**src/rtl/pin_state_pkg.sv**
```systemverilog
// constants for the standby pin state control block
package pin_state_pkg;
  localparam int NUM_PINS = 8;
  localparam logic [7:0] ANALOG_PINS_RST = 8'h0F;
  localparam logic [7:0] IRQ_PINS_RST = 8'h05;
  localparam logic RELEASE_RST = 1'b0;
  localparam logic [7:0] OUT_RST = 8'h00;
  localparam logic [7:0] OE_RST = 8'h00;
  localparam logic [7:0] PULLUP_RST = 8'h00;
  localparam logic [7:0] INPUT_RST = 8'h00;
  localparam logic [7:0] IRQ_RST = 8'h00;
  localparam logic [7:0] ANALOG_SEL_RST = 8'h00;
  localparam logic [7:0] HIZ_OE = 8'h00;
  localparam logic [7:0] BLOCKED_IN = 8'h00;
  typedef enum logic [2:0] {
    MODE_RUN   = 3'b001,
    MODE_SLEEP = 3'b010,
    MODE_HOLD  = 3'b100
  } pin_mode_e;
endpackage

```
**src/rtl/standby_pin_state_control.sv**
```systemverilog
// pin state control for normal, sleep, stop/watch and reset
// Function
// - stop/watch with release clear: hold last output, block input.
// - stop/watch with release set: output high impedance, pull-up kept, input blocked.
// - interrupt-capable pins pass input to interrupt detector when that request enabled.
// - in reset digital pins: output off, buffer on, input not used internally.
// - in reset analog-shared pins: output off, digital input gate blocked.
// - blocked input gate means core_in never sees pin level; outside reset, enabled interrupt-capable pins still reach the interrupt detector.
// - normal and sleep: pin is port or peripheral, analog on analog pins.
// - the release bit lives in standby control, software writable, covers all pins.
// - output-configured pins follow the same standby and reset behaviour.
`timescale 1ns/1ps
module standby_pin_state_control (
  input  wire logic       mclk,
  input  wire logic       rst,
  input  wire logic       stop_mode,
  input  wire logic       watch_mode,
  input  wire logic       sleep_mode,
  input  wire logic       standby_control_wr,
  input  wire logic       standby_pin_release_wdata,
  input  wire logic [7:0] periph_sel,
  input  wire logic [7:0] port_out,
  input  wire logic [7:0] port_oe,
  input  wire logic [7:0] periph_out,
  input  wire logic [7:0] periph_oe,
  input  wire logic [7:0] pullup_en,
  input  wire logic [7:0] irq_req_en,
  input  wire logic [7:0] pin_in,
  output logic      [7:0] pin_out,
  output logic      [7:0] pin_oe,
  output logic      [7:0] pin_pullup,
  output logic      [7:0] core_in,
  output logic      [7:0] irq_in,
  output logic      [7:0] analog_sel,
  output logic            standby_pin_release
);

  // stop and watch share one pin treatment, so they are merged up front
  logic                     standby;
  pin_state_pkg::pin_mode_e mode_r;
  pin_state_pkg::pin_mode_e mode_nxt;
  logic                     hold_now;
  wire  [7:0]               sel_out;
  wire  [7:0]               sel_oe;
  wire  [7:0]               irq_gate;
  genvar                    gi;

  assign standby  = stop_mode | watch_mode;
  // decided from this cycle's inputs so the pins react one clock after a mode change
  assign hold_now = (mode_nxt == pin_state_pkg::MODE_HOLD);

  // mode tracking; sleep behaves like run at the pins
  always_comb
  begin
    mode_nxt = pin_state_pkg::MODE_RUN;
    case (mode_r)
      pin_state_pkg::MODE_RUN,
      pin_state_pkg::MODE_SLEEP,
      pin_state_pkg::MODE_HOLD:
      begin
        if (standby)
          mode_nxt = pin_state_pkg::MODE_HOLD;
        else if (sleep_mode)
          mode_nxt = pin_state_pkg::MODE_SLEEP;
        else
          mode_nxt = pin_state_pkg::MODE_RUN;
      end
      default:
      begin
        mode_nxt = pin_state_pkg::MODE_RUN;
      end
    endcase
  end

  always_ff @(posedge mclk or posedge rst)
  begin
    if (rst)
      mode_r <= pin_state_pkg::MODE_RUN;
    else
      mode_r <= mode_nxt;
  end

  // one software bit governs every pin; it survives standby, cleared by reset or by a software write of 0
  always_ff @(posedge mclk or posedge rst)
  begin
    if (rst)
      standby_pin_release <= pin_state_pkg::RELEASE_RST;
    else if (standby_control_wr)
      standby_pin_release <= standby_pin_release_wdata;
  end

  // per-pin choice between port and peripheral, and the interrupt side path
  generate
    for (gi = 0; gi < pin_state_pkg::NUM_PINS; gi = gi + 1)
    begin : g_pin
      assign sel_out[gi]  = periph_sel[gi] ? periph_out[gi] : port_out[gi];
      assign sel_oe[gi]   = periph_sel[gi] ? periph_oe[gi] : port_oe[gi];
      // only interrupt-capable pins with the request enabled bypass the input block
      assign irq_gate[gi] = pin_state_pkg::IRQ_PINS_RST[gi] & irq_req_en[gi] & pin_in[gi];
    end
  endgenerate

  // pad drive: output ports and peripherals get the same standby treatment
  always_ff @(posedge mclk or posedge rst)
  begin
    if (rst)
    begin
      pin_out <= pin_state_pkg::OUT_RST;
      pin_oe  <= pin_state_pkg::OE_RST;
    end
    else if (hold_now)
    begin
      // release clear: nothing is loaded, so the last drive stays on the pad
      if (standby_pin_release)
        pin_oe <= pin_state_pkg::HIZ_OE;
      else
        pin_oe <= pin_oe;
    end
    else
    begin
      pin_out <= sel_out;
      pin_oe  <= sel_oe;
    end
  end

  // pull-up stays programmable while released; frozen with the pad otherwise
  always_ff @(posedge mclk or posedge rst)
  begin
    if (rst)
      pin_pullup <= pin_state_pkg::PULLUP_RST;
    else if (hold_now && !standby_pin_release)
      pin_pullup <= pin_pullup;
    else
      pin_pullup <= pullup_en;
  end

  // digital input path; in reset the buffer may see the pin but nothing downstream does
  always_ff @(posedge mclk or posedge rst)
  begin
    if (rst)
    begin
      core_in    <= pin_state_pkg::INPUT_RST;
      analog_sel <= pin_state_pkg::ANALOG_SEL_RST;
    end
    else if (hold_now)
    begin
      core_in <= pin_state_pkg::BLOCKED_IN;
    end
    else
    begin
      core_in    <= pin_in;
      analog_sel <= periph_sel & pin_state_pkg::ANALOG_PINS_RST;
    end
  end

  // interrupt detector feed runs in every mode except reset, which clears it, so a wake-up edge is not lost
  always_ff @(posedge mclk or posedge rst)
  begin
    if (rst)
      irq_in <= pin_state_pkg::IRQ_RST;
    else
      irq_in <= irq_gate;
  end

  chk_hold_keeps_state: assert property (
    @(posedge mclk) disable iff (rst)
    standby && !standby_pin_release |=> $stable(pin_out) && $stable(pin_oe))
    else $error("hold with release clear changed a pin output");

  chk_release_hiz: assert property (
    @(posedge mclk) disable iff (rst)
    standby && standby_pin_release |=> pin_oe == pin_state_pkg::HIZ_OE)
    else $error("released pin still driven in standby");

  chk_release_pullup: assert property (
    @(posedge mclk) disable iff (rst)
    standby && standby_pin_release |=> pin_pullup == $past(pullup_en))
    else $error("pull-up setting ignored while released");

  chk_standby_input_block: assert property (
    @(posedge mclk) disable iff (rst)
    standby |=> core_in == pin_state_pkg::BLOCKED_IN)
    else $error("pin level reached core during standby");

  chk_irq_pass_through: assert property (
    @(posedge mclk) disable iff (rst)
    standby |=> irq_in == ($past(pin_in) & $past(irq_req_en) & pin_state_pkg::IRQ_PINS_RST))
    else $error("interrupt input not passed in standby");

  chk_run_follows_select: assert property (
    @(posedge mclk) disable iff (rst)
    !standby |=> pin_out == $past(sel_out) && pin_oe == $past(sel_oe) && core_in == $past(pin_in))
    else $error("run or sleep pin did not follow its function");

  chk_release_bit_write: assert property (
    @(posedge mclk) disable iff (rst)
    standby_control_wr |=> standby_pin_release == $past(standby_pin_release_wdata))
    else $error("release bit write lost");

  chk_reset_pin_state: assert property (
    @(posedge mclk)
    rst && $past(rst) |-> pin_oe == pin_state_pkg::OE_RST && core_in == pin_state_pkg::INPUT_RST)
    else $error("pin not released or input not idle in reset");

  chk_mode_one_hot: assert property (
    @(posedge mclk) disable iff (rst)
    $onehot(mode_r))
    else $error("mode state not one-hot");

  cov_hold_kept: cover property (
    @(posedge mclk) disable iff (rst) standby && !standby_pin_release);

  cov_hold_released: cover property (
    @(posedge mclk) disable iff (rst) standby && standby_pin_release);

  cov_irq_wake_path: cover property (
    @(posedge mclk) disable iff (rst) standby && (|irq_gate));

  cov_sleep_periph: cover property (
    @(posedge mclk) disable iff (rst) sleep_mode && (|periph_sel));
endmodule

```
**config.mk**
```make
export PLATFORM = sky130hd
export DESIGN_NAME = standby_pin_state_control
export DESIGN_NICKNAME = d
export VERILOG_FILES = /design/src/rtl/pin_state_pkg.sv /design/src/rtl/standby_pin_state_control.sv
export SDC_FILE = /design/constraint.sdc
export NUM_CORES = 1
export LEC_CHECK = 0
export ABC_AREA = 1
export BUFFER_PORTS_ARGS = -buffer_cell sky130_fd_sc_hd__buf_2
export CORE_UTILIZATION = 39
export CTS_CLUSTER_DIAMETER = 100
export DETAILED_ROUTE_END_ITERATION = 16
export GPL_TIMING_DRIVEN = 1
export PLACE_DENSITY = 0.76
export SLEW_MARGIN = 20
export SYNTH_ARGS = -nofsm -noshare
export SYNTH_HDL_FRONTEND = slang
export SYNTH_SLANG_ARGS = --single-unit
```
**constraint.sdc**
```tcl
create_clock -name mclk -period 1.3 [get_ports mclk]
set_input_delay 0 -clock mclk [delete_from_list [all_inputs] [get_ports mclk]]
set_output_delay 0 -clock mclk [all_outputs]
set_load 0.01 [all_outputs]
```
# Yosys cells after proc, flatten, opt, wreduce, memory -nomap -nowiden
# Index checks and enable logic that the tools add are counted.
dict set report totals {
  word_cells 41
  reg_bits 42
  input_bits 71
}
dict set report op_classes {
  n_reduce_logical 3
  bitwise_logic 3
  muxes 22
  eq_ne 5
}
# cell n
set op_table {}
lappend op_table {{2-to-1 mux 8 bit} 3}
lappend op_table {{2-to-1 mux 1 bit} 16}
lappend op_table {{== test 3 bit (second input constant)} 2}
lappend op_table {{2-to-1 mux 3 bit} 2}
lappend op_table {{== test 3 x 1 -> 1 bit (second input constant)} 1}
lappend op_table {{== test 3 x 2 -> 1 bit (second input constant)} 1}
lappend op_table {{OR reduction 3 bit} 1}
lappend op_table {{AND 1 bit} 2}
lappend op_table {{2-to-1 mux 2 bit} 1}
lappend op_table {{!= test 2 bit (second input constant)} 1}
lappend op_table {{logical AND 1 bit} 1}
lappend op_table {{logical NOT 1 bit} 1}
lappend op_table {{OR 1 bit} 1}

# Depth between registers and ports, before layout
# Gate-level depths: netlist of run 1.
dict set report logic_depth {
  word_depth 5
  depth_mapped 8
  depth_no_buf 7
}

# Worst setup path before layout of run 1
# OpenSTA, ideal clock, no wires.
dict set report synth_path {
  path_kind {register -> register}
  start {register mode_r[0]}
  end {register pin_oe[2]}
  stages_incl_launch_ff 8
  t_arrival_ns 1.117
  setup_ns 0.120
  period_less_slack_ns 1.237
  required_ns 1.180
  path_slack_ns 0.063
  path_buffers 2
  cell_sequence {dfstp_2 > nand2_1 > nand3_4 > nand2_4 > buf_12 > buf_8 > nand4_1 > nand2_1}
}
dict set report synth_via {
  elab_chain_len 5
  elab_cells_between_ends 8
}
# item line
set synth_rtl {}
lappend synth_rtl {{start: declaration} standby_pin_state_control.sv:40} ;# pin_state_pkg::pin_mode_e mode_r;
lappend synth_rtl {{start signal: assignment} standby_pin_state_control.sv:78} ;# mode_r <= pin_state_pkg::MODE_RUN;
lappend synth_rtl {{start signal: assignment} standby_pin_state_control.sv:80} ;# mode_r <= mode_nxt;
lappend synth_rtl {{== test 3 x 1 -> 1 bit (tied with other cells)} standby_pin_state_control.sv:56} ;# case (mode_r)
lappend synth_rtl {{OR reduction 3 bit *} standby_pin_state_control.sv:56}
lappend synth_rtl {{2-to-1 mux 3 bit *} standby_pin_state_control.sv:56}
lappend synth_rtl {{== test 3 bit *} standby_pin_state_control.sv:50} ;# assign hold_now = (mode_nxt == pin_state_pkg::MODE_HOLD);
lappend synth_rtl {{!= test 2 bit (no source line) or 2-to-1 mux 8 bit (tied branches)} n/a}
lappend synth_rtl {{end signal: assignment} standby_pin_state_control.sv:109} ;# pin_oe <= pin_state_pkg::OE_RST;
lappend synth_rtl {{end signal: assignment} standby_pin_state_control.sv:115} ;# pin_oe <= pin_state_pkg::HIZ_OE;
lappend synth_rtl {{end signal: assignment} standby_pin_state_control.sv:117} ;# pin_oe <= pin_oe;
lappend synth_rtl {{end: declaration} standby_pin_state_control.sv:30} ;# output logic [7:0] pin_oe,
# Mark *: on every way between the ends. The rest lies on a longest branch, timed or not.
# A chain may end at the register's enable or synchronous reset.

# Final worst setup path of run 1
dict set report layout_path {
  start {register mode_r[0]}
  end {register pin_pullup[7]}
}
dict set report layout_via {
  elab_chain_len 5
  elab_cells_between_ends 7
}
# item line
set layout_rtl {}
lappend layout_rtl {{== test 3 x 1 -> 1 bit (tied with other cells)} standby_pin_state_control.sv:56}
lappend layout_rtl {{OR reduction 3 bit *} standby_pin_state_control.sv:56}
lappend layout_rtl {{2-to-1 mux 3 bit *} standby_pin_state_control.sv:56}
lappend layout_rtl {{== test 3 bit *} standby_pin_state_control.sv:50}
lappend layout_rtl {{logical AND 1 bit *} standby_pin_state_control.sv:131} ;# else if (hold_now && !standby_pin_release)
lappend layout_rtl {{end signal: assignment} standby_pin_state_control.sv:130} ;# pin_pullup <= pin_state_pkg::PULLUP_RST;
lappend layout_rtl {{end signal: assignment} standby_pin_state_control.sv:132} ;# pin_pullup <= pin_pullup;
lappend layout_rtl {{end signal: assignment} standby_pin_state_control.sv:134} ;# pin_pullup <= pullup_en;
lappend layout_rtl {{end: declaration} standby_pin_state_control.sv:31} ;# output logic [7:0] pin_pullup,
# Marks and branches as above.

==> out/results.ini, run 1 <==
[die]
initial_core_util_pct = 41.2
die_height_um = 73.1
core_area_mm2 = 0.00479
dieWidth_um = 73.1
io_pins = 120
die_area_mm2 = 0.00535
num_rows = 25

[setup_path]
crit_type = reg2reg
worstPathArrival_ns = 1.52
critPathLaunchType = flip-flop
worstSetupEndpointType = flip-flop
crit_required_ns = 1.48
crit_fanout = 6

[synthesis]
synth.top_cell.area_share_pct = 52.0
synthCells = 201
yosysWarnings = 0
synth_cell_types = 24
syn_area_per_cell_um2 = 9.82
synth-seq-cells = 42
seq_area_frac_synth_pct = 53.3
yosys.area.top_type = dfrtp_1
synth_area_mm2 = 0.00197
yosys-top-cells-area = dfrtp_1, nand2_1, mux2_2

[placement]
dp_slack_ns = -0.0498
port_buffers = 103
gp_congestion = 0.726
dp_hpwl_mm = 3.30

[clock_network]
cts_made_buffers = 5
h-tree-depth = 2
clock_latency_ns = 0.28
cts.sinks = 42
clockBufferDepth = 2
path_clk_slew_ns = 0.08
cts_tree = done
ctsRootBufferMaster = clkbuf_8

[pwr]
power_density_mw_per_mm2 = 1880
ir_worst_vdd_mv = 0.898
power.leakage_nw = 1.64

[detailed_routing]
drc_errors = 0
routed_wl_mm = 4.84
drt_iter0_drc = 40
vias_per_cell = 4.46
dr.pass1.iters = 3
wl_per_cell_um = 11.8
vias = 1825
antenna_left = 0

[timing]
fin_crit_ns = 1.33
rsz0062_at_grt = true
period_share_pct = 103
drv_slew = 0
setup_violations = 24
finalWorstSetupSlack_ns = -0.0326
timing.fmax_ghz = 0.750
hold_viol_final = 0
tns_ns = -0.262
clock_skew_ns = 0.00238

[outcome]
failed_checks = negative setup slack
status = complete, but fails checks

[layout]
layout_common_cells = buf_2, nand2_1, dfrtp_1
final_util_pct = 61.9
area_delta_synth_final_pct = 50.0
fin_nets = 412
n_antenna_cell = 0
final_common_cell = buf_2
drive_gt1_share_pct = 45.0

[global_routing]
overflow = 0
grt_max_degree = 26
grtUsageTotal_pct = 19.0
antenna_found_initial = 0
grt_pass1_vias = 1702
grt_pass1_wl_mm = 7.53

[flow_run]
cap_viol_max_count = 0

[min_path]
hold_path.class = in2reg

-- final cells by class --
| cell class | instances | area, um2 |
|---|---|---|
| Inverter | 15 | 56.3 |
| Sequential cell | 42 | 1050 |
| Timing Repair Buffer | 143 | 935 |
| Multi-Input combinational cell | 134 | 742 |
| Clock inverter | 1 | 5.00 |
| Tap cell | 67 | 83.8 |
| Fill cell | 432 | 1830 |
| Clock buffer | 7 | 86.3 |
-- cells in the mapped netlist (all sizes together) --
master / instances
a21boi: 1
buf: 19
clkinv: 1
conb: 1
dfrtp: 41
dfstp: 1
inv: 14
mux2: 16
nand2: 76
nand3: 3
nand4: 16
nor2: 9
o21ai: 2
or2: 1
-- what timing repair did --
item                                    in CTS  in global routing
hold endpoints to repair                    41                  0
resized for setup                            6                  3
pin swaps                                    1                  2
hold buffers                                28                  0
setup buffers                                3                  0
endpoints found under the setup margin      28                 31
cloned                                       1                  0
-- worst max-delay path: stages (launching register included) --
cell and delay (ns):
dfstp_2 0.54, nand2_1 0.09, nand3_4 0.12, nand2_4 0.07, buf_12 0.13, buf_4 0.14, nand4_1 0.08, nand2_1 0.06
-- kinds of logic (layout without fill, tap and decap cells) --
group | count (synthesis) | after routing | synth area share [%]
AND/OR/NAND/NOR | 105 | 105 | 24.5
flip-flops | 42 | 42 | 53.3
buffers and inverters | 34 | 166 | 11.4
multiplexers | 16 | 16 | 9.13
AO/OA/AOI/OAI | 3 | 3 | 1.46
other | 1 | 10 | 0.190
-- final timing paths --
kind                       slack (ns)             to     startpoint  cells past startpoint
max                             -0.03  pin_pullup[7]      mode_r[0]                      7
min                              0.04     pin_out[6]  periph_out[6]                      4
max reg2reg                     -0.03  pin_pullup[7]      mode_r[0]                      7
min reg2reg                      0.47  analog_sel[2]  analog_sel[2]                      2
max in group asynchronous        0.59  analog_sel[1]            rst                      4
min in group asynchronous        0.25  pin_pullup[7]            rst                      3
-- where the power goes --
group,internal (W),switching [W],leakage (nW)
Sequential,0.00184,0.000256,0.513
Combinational,0.00121,0.00142,1.08
Clock,0.000428,0.000416,0.0482
-- stage by stage --
step | power, W | hold WS, ns | instance area (um2) | std cells
after floorplan | 0.00365 | 0.0576 | 2010 | 210
after global placement | 0.00443 | 0.0109 | 2530 | 369
after detailed placement | 0.00451 | 0.0206 | 2530 | 369
after CTS | 0.00561 | 0.0301 | 2950 | 409
after global routing | 0.00598 | 0.0408 | 2960 | 409
final | 0.00557 | 0.0374 | 2960 | 409
-- sequential cells by signal, summed over array words and instances, names as in the netlist --
name                 cells
analog_sel               4
pin_pullup               8
standby_pin_release      1
pin_out                  8
mode_r                   3
irq_in                   2
core_in                  8
pin_oe                   8
-- layer usage --
| layer | routed length, um | vias to the layer above | GRT usage [%] |
|---|---|---|---|
| li1 | - | 892 | - |
| met1 | 1820 | 856 | 20.3 |
| met5 | 0 | - | 0 |
| met3 | 289 | 9 | 6.35 |
| met4 | 65 | 0 | 6.97 |
| met2 | 2670 | 68 | 34.5 |
Power figures use the tool's default switching activity.
==> inputs of run 2 (changes only) <==
- SETUP_SLACK_MARGIN: not set -> 0.2
==> run 2 against run 1 <==
Critical endpoint is now pin_pullup[3]; sequential power is essentially flat; setup slack lost 0.0070 ns; clock power shrank 3.3%; register-to-register slack is essentially flat; critical path type unchanged; via count shrank 1.2%; the run still ends with negative setup slack left; non-clock buffer count is the same.
==> out/results.ini, run 2 (synthesis results as in run 1) <==
[timing]
finalWorstSetupSlack_ns = -0.0396
rsz0062_at_grt = true
clock_skew_ns = 0.00868
drv_slew = 0
period_share_pct = 103
hold_viol_final = 0
tns_ns = -0.439
setup_violations = 28
timing.fmax_ghz = 0.746
fin_crit_ns = 1.34
whs_ns = 0.0238

[layout]
fillers = 394
drive_gt1_share_pct = 48.5
final_common_cell = buf_2
fin_area_mm2 = 0.00301
layout_common_cells = buf_2, nand2_1, dfrtp_1
area_delta_synth_final_pct = 52.5
finalNonFillerCells = 409
multiInputGateArea_um2 = 795
ff_latch_area_mm2 = 0.00105
n_antenna_cell = 0
fin_nets = 412

[global_routing]
grt_pass1_wl_mm = 7.66
grtUsageTotal_pct = 19.2
grt_max_degree = 23
antenna_found_initial = 0
overflow = 0
grt_pass1_vias = 1742

[setup_path]
worstPathArrival_ns = 1.52
cp_top_family = flip-flops
critPathLaunchType = flip-flop
crit_path_frequent_cell = nand2_2
crit_slowest_cell = dfstp_2
crit_required_ns = 1.48
worstSetupEndpointType = flip-flop
crit_fanout = 8
crit_type = reg2reg
worstPathCellList = inv_2 -> nand2_2 -> nand3_4 -> nand2_4 -> buf_12 -> nand3_4 -> nand2_2 -> nand2_2
cp_slowest_stage_delay_ns = 0.54
worst-path-buf-inv = 2

[die]
core_area_mm2 = 0.00479
die_height_um = 73.1
io_pins = 120
num_rows = 25
die_area_mm2 = 0.00535
initial_core_util_pct = 41.2
dieWidth_um = 73.1

[clock_network]
h-tree-depth = 2
ctsRootBufferMaster = clkbuf_8
clock_latency_ns = 0.29
clockBufferDepth = 2
cts.sinks = 42
cts_made_buffers = 5
path_clk_slew_ns = 0.08
cts_tree = done

[placement]
dpl_cell_area_mm2 = 0.00256
dp_hpwl_mm = 3.16
gp_congestion = 0.728
dp_cells = 370
port_buffers = 103

[outcome]
failed_checks = negative setup slack
status = complete, but fails checks

[detailed_routing]
antenna_left = 0
dr.pass1.iters = 4
wl_per_cell_um = 11.9
drc_errors = 0
vias_per_cell = 4.41
vias = 1804
routed_wl_mm = 4.85
drt_iter0_drc = 63

[pwr]
power_w = 0.00573
ir_worst_vdd_mv = 1.06
power.leakage_nw = 1.65
power_density_mw_per_mm2 = 1910

[flow_run]
cap_viol_max_count = 0

[min_path]
hold_path.class = in2reg

run 2: worst paths after layout:
kind | startpoint | endpoint | slack (ns) | cells after the start
worst max-delay path | mode_r[0] | pin_pullup[3] | -0.04 | 8
worst min-delay path | periph_out[1] | pin_out[1] | 0.02 | 4
worst max register to register | mode_r[0] | pin_pullup[3] | -0.04 | 8
worst min register to register | analog_sel[0] | analog_sel[0] | 0.47 | 2
max in group asynchronous | rst | mode_r[0] | 0.61 | 4
min in group asynchronous | rst | mode_r[1] | 0.19 | 3
run 2: per-layer routing:
metal,wire length [um],up-vias,track usage [%]
met3,296,8,5.25
li1,-,897,-
met5,0,-,0
met4,72,0,7.63
met2,2570,71,34.6
met1,1910,828,21.4
run 2: layout make-up:
type	instances	area share, %
flip-flops and latches	42	35.0
clock inverters	2	0.457
multi-input cells	134	26.4
well taps	67	2.79
clock buffers	6	2.41
inverters	15	1.91
repair buffers	143	31.1
run 2: stage by stage:
stage / setup slack (ns) / util, %
2_1_floorplan: 0.0711 / -
3_3_place_gp: 0.00208 / 53.5
3_5_place_dp: -0.0156 / 53.5
4_1_cts: -0.0241 / 62.7
5_1_grt: -0.103 / 62.9
6_report: -0.0396 / 62.9
run 2: timing repair:
| item | in CTS | in global routing |
|---|---|---|
| setup buffers | 5 | 0 |
| resized for setup | 11 | 9 |
| endpoints found under the setup margin | 40 | 41 |
| hold buffers | 28 | 0 |
| endpoints found under the hold margin | 66 | 0 |
| pin swaps | 1 | 6 |
run 2: worst register-to-register path, stage by stage, from the launching register on:
cell and delay [ns]:
dfstp_2 0.54, inv_2 0.04, nand2_2 0.07, nand3_4 0.09, nand2_4 0.11, buf_12 0.11
nand3_4 0.11, nand2_2 0.10, nand2_2 0.05
run 2: power breakdown:
part	total (W)	leakage (nW)	switching, W	internal (W)
Clock	0.000816	0.0452	0.000437	0.000379
Sequential	0.00209	0.513	0.000254	0.00184
Combinational	0.00282	1.10	0.00152	0.00131
==> inputs of run 3 (changes only) <==
- CELL_PAD_IN_SITES_DETAIL_PLACEMENT: not set -> 0
- CELL_PAD_IN_SITES_GLOBAL_PLACEMENT: not set -> 1
- CORE_UTILIZATION: 39 -> 27
- CTS_CLUSTER_DIAMETER: 100 -> 80
- HOLD_SLACK_MARGIN: not set -> 0.08
- PLACE_DENSITY: 0.76 -> not set
- PLACE_DENSITY_LB_ADDON: not set -> 0.1
==> run 3 against run 2 <==
The run still ends with negative setup slack left; utilization shrank 12 points; cell count up 16%; critical path depth decreased by 1; critical path type unchanged; largest cell class is now non-clock buffers.
==> out/results.ini, run 3 (synthesis results as in run 1) <==
[detailed_routing]
vias = 1959
dr.pass1.iters = 4
drt_iter0_drc = 57
antenna_left = 0
vias_per_cell = 4.12
wl_per_cell_um = 12.5
routed_wl_mm = 5.94
drc_errors = 0

[layout]
n_antenna_cell = 0
layout_common_cells = buf_2, dlygate4sd3_1, nand2_1
ff_latch_area_mm2 = 0.00105
drive_gt1_share_pct = 48.4
fin_area_mm2 = 0.00352
final_common_cell = buf_2
multiInputGateArea_um2 = 842
fin_nets = 450
area_delta_synth_final_pct = 78.2
finalNonFillerCells = 476
fillers = 678

[setup_path]
cp_slowest_stage_delay_ns = 0.54
worst-path-buf-inv = 2
cp_top_family = flip-flops
crit_slowest_cell = dfstp_2
worstSetupEndpointType = flip-flop
regToRegStartpoint = mode_r[0]
crit_fanout = 10
critPathLaunchType = flip-flop
ff2ff_setup_slack_ns = -0.05
endpoint = pin_out[4]
worstPathArrival_ns = 1.58
worstPathCellList = inv_2 -> nand2_2 -> nand3_4 -> a21boi_4 -> clkbuf_16 -> nand2_1 -> nand2_1
crit_path_frequent_cell = nand2_1
rr_endpoint = pin_out[4]
crit_type = reg2reg
worstRegToRegCells = 7
cp-startpoint = mode_r[0]
crit_cells = 7
crit_required_ns = 1.53

[clock_network]
cts.sinks = 42
ctsRootBufferMaster = clkbuf_8
cts_made_buffers = 5
cts_tree = done
path_clk_slew_ns = 0.08
clock_latency_ns = 0.29
clockBufferDepth = 2
h-tree-depth = 2

[global_routing]
grt_pass1_wl_mm = 9.13
antenna_found_initial = 0
overflow = 0
grt_max_degree = 30
grtUsageTotal_pct = 15.7
grt_pass1_vias = 2032

[pwr]
ir_worst_vdd_mv = 0.783
pwr-share-comb_pct = 52.1
p_sw_w = 0.00239
power_density_mw_per_mm2 = 1760
clock_power_share_pct = 14.0
power_frac_seq_pct = 33.9
switching_share_pct = 38.6
internal_power_w = 0.00380
power.leakage_nw = 1.85

[timing]
timing.fmax_ghz = 0.741
hold_viol_final = 0
setup_violations = 32
period_share_pct = 104
rsz0062_at_grt = true
clock_skew_ns = 0.00376
finalWorstSetupSlack_ns = -0.0493
fin_crit_ns = 1.35
drv_slew = 0

[die]
initial_core_util_pct = 28.4
io_pins = 120
core_area_mm2 = 0.00694
die_height_um = 87.5
die_area_mm2 = 0.00765
dieWidth_um = 87.5
num_rows = 30

[min_path]
hold_start = pin_in[2]
hold_path.class = in2reg

[outcome]
status = complete, but fails checks
failed_checks = negative setup slack

[flow_run]
cap_viol_max_count = 0

[placement]
port_buffers = 103
dp_cells = 400
dp_hpwl_mm = 3.47
gp_congestion = 0.719
dpl_cell_area_mm2 = 0.00259

run 3: worst min-delay path by stage:
stage	endpoint	slack, ns	cells past startpoint
2_1_floorplan	mode_r[0]	0.06	1
3_3_place_gp	pin_pullup[0]	-0.02	2
3_5_place_dp	pin_pullup[0]	-0.02	2
4_1_cts	pin_pullup[0]	0.21	3
5_1_grt	irq_in[2]	0.15	4
6_report	irq_in[2]	0.11	4
run 3: cell type report:
| cell class | count | area share [%] |
|---|---|---|
| Timing Repair Buffer | 181 | 38.5 |
| Clock buffer | 7 | 2.46 |
| Inverter | 15 | 1.64 |
| Sequential cell | 42 | 29.9 |
| Multi-Input combinational cell | 134 | 24.0 |
| Clock inverter | 1 | 0.142 |
| Tap cell | 96 | 3.42 |
run 3: through the flow:
stage,hold slack (ns),total power (W),util [%],TNS [ns],setup WS [ns]
after global routing,0.147,0.00665,50.6,-3.13,-0.117
after detailed placement,-0.0200,0.00456,37.3,-0.0860,-0.0173
after CTS,0.207,0.00569,48.5,-0.170,-0.0205
after floorplan,0.0576,0.00371,-,0,0.0711
final,0.113,0.00619,50.6,-0.798,-0.0493
after global placement,-0.0218,0.00454,37.3,0,0.00442
run 3: routing by layer:
metal	vias up	part of all wire, %	global-route usage [%]
met5	-	0	0
met4	0	1.4	4.47
met3	9	6.0	4.74
met2	72	50	28.4
met1	903	43	17.7
li1	975	-	-
run 3: repair_timing:
item / in CTS / in global routing
pin swaps: 0 / 9
buffers inserted: 1 / 1
hold endpoints to repair: 83 / 0
gates cloned: 0 / 4
hold buffers: 64 / 0
endpoints found under the setup margin: 40 / 41
gates resized for setup: 11 / 25
run 3: power groups by stage:
| stage | clock network, W | registers (W) | logic [W] |
|---|---|---|---|
| 6_report | 0.000868 | 0.00210 | 0.00322 |
| 5_1_grt | 0.000940 | 0.00217 | 0.00355 |
| 4_1_cts | 0.000904 | 0.00210 | 0.00269 |
| 3_5_place_dp | 0 | 0.00212 | 0.00244 |
| 3_3_place_gp | 0 | 0.00210 | 0.00244 |
| 2_1_floorplan | 0 | 0.00235 | 0.00136 |
run 3: worst register-to-register path, cell delays in order, from the launching register on:
cell       delay, ns
dfstp_2         0.54
inv_2           0.04
nand2_2         0.06
nand3_4         0.11
a21boi_4        0.23
clkbuf_16       0.21
nand2_1         0.06
nand2_1         0.05
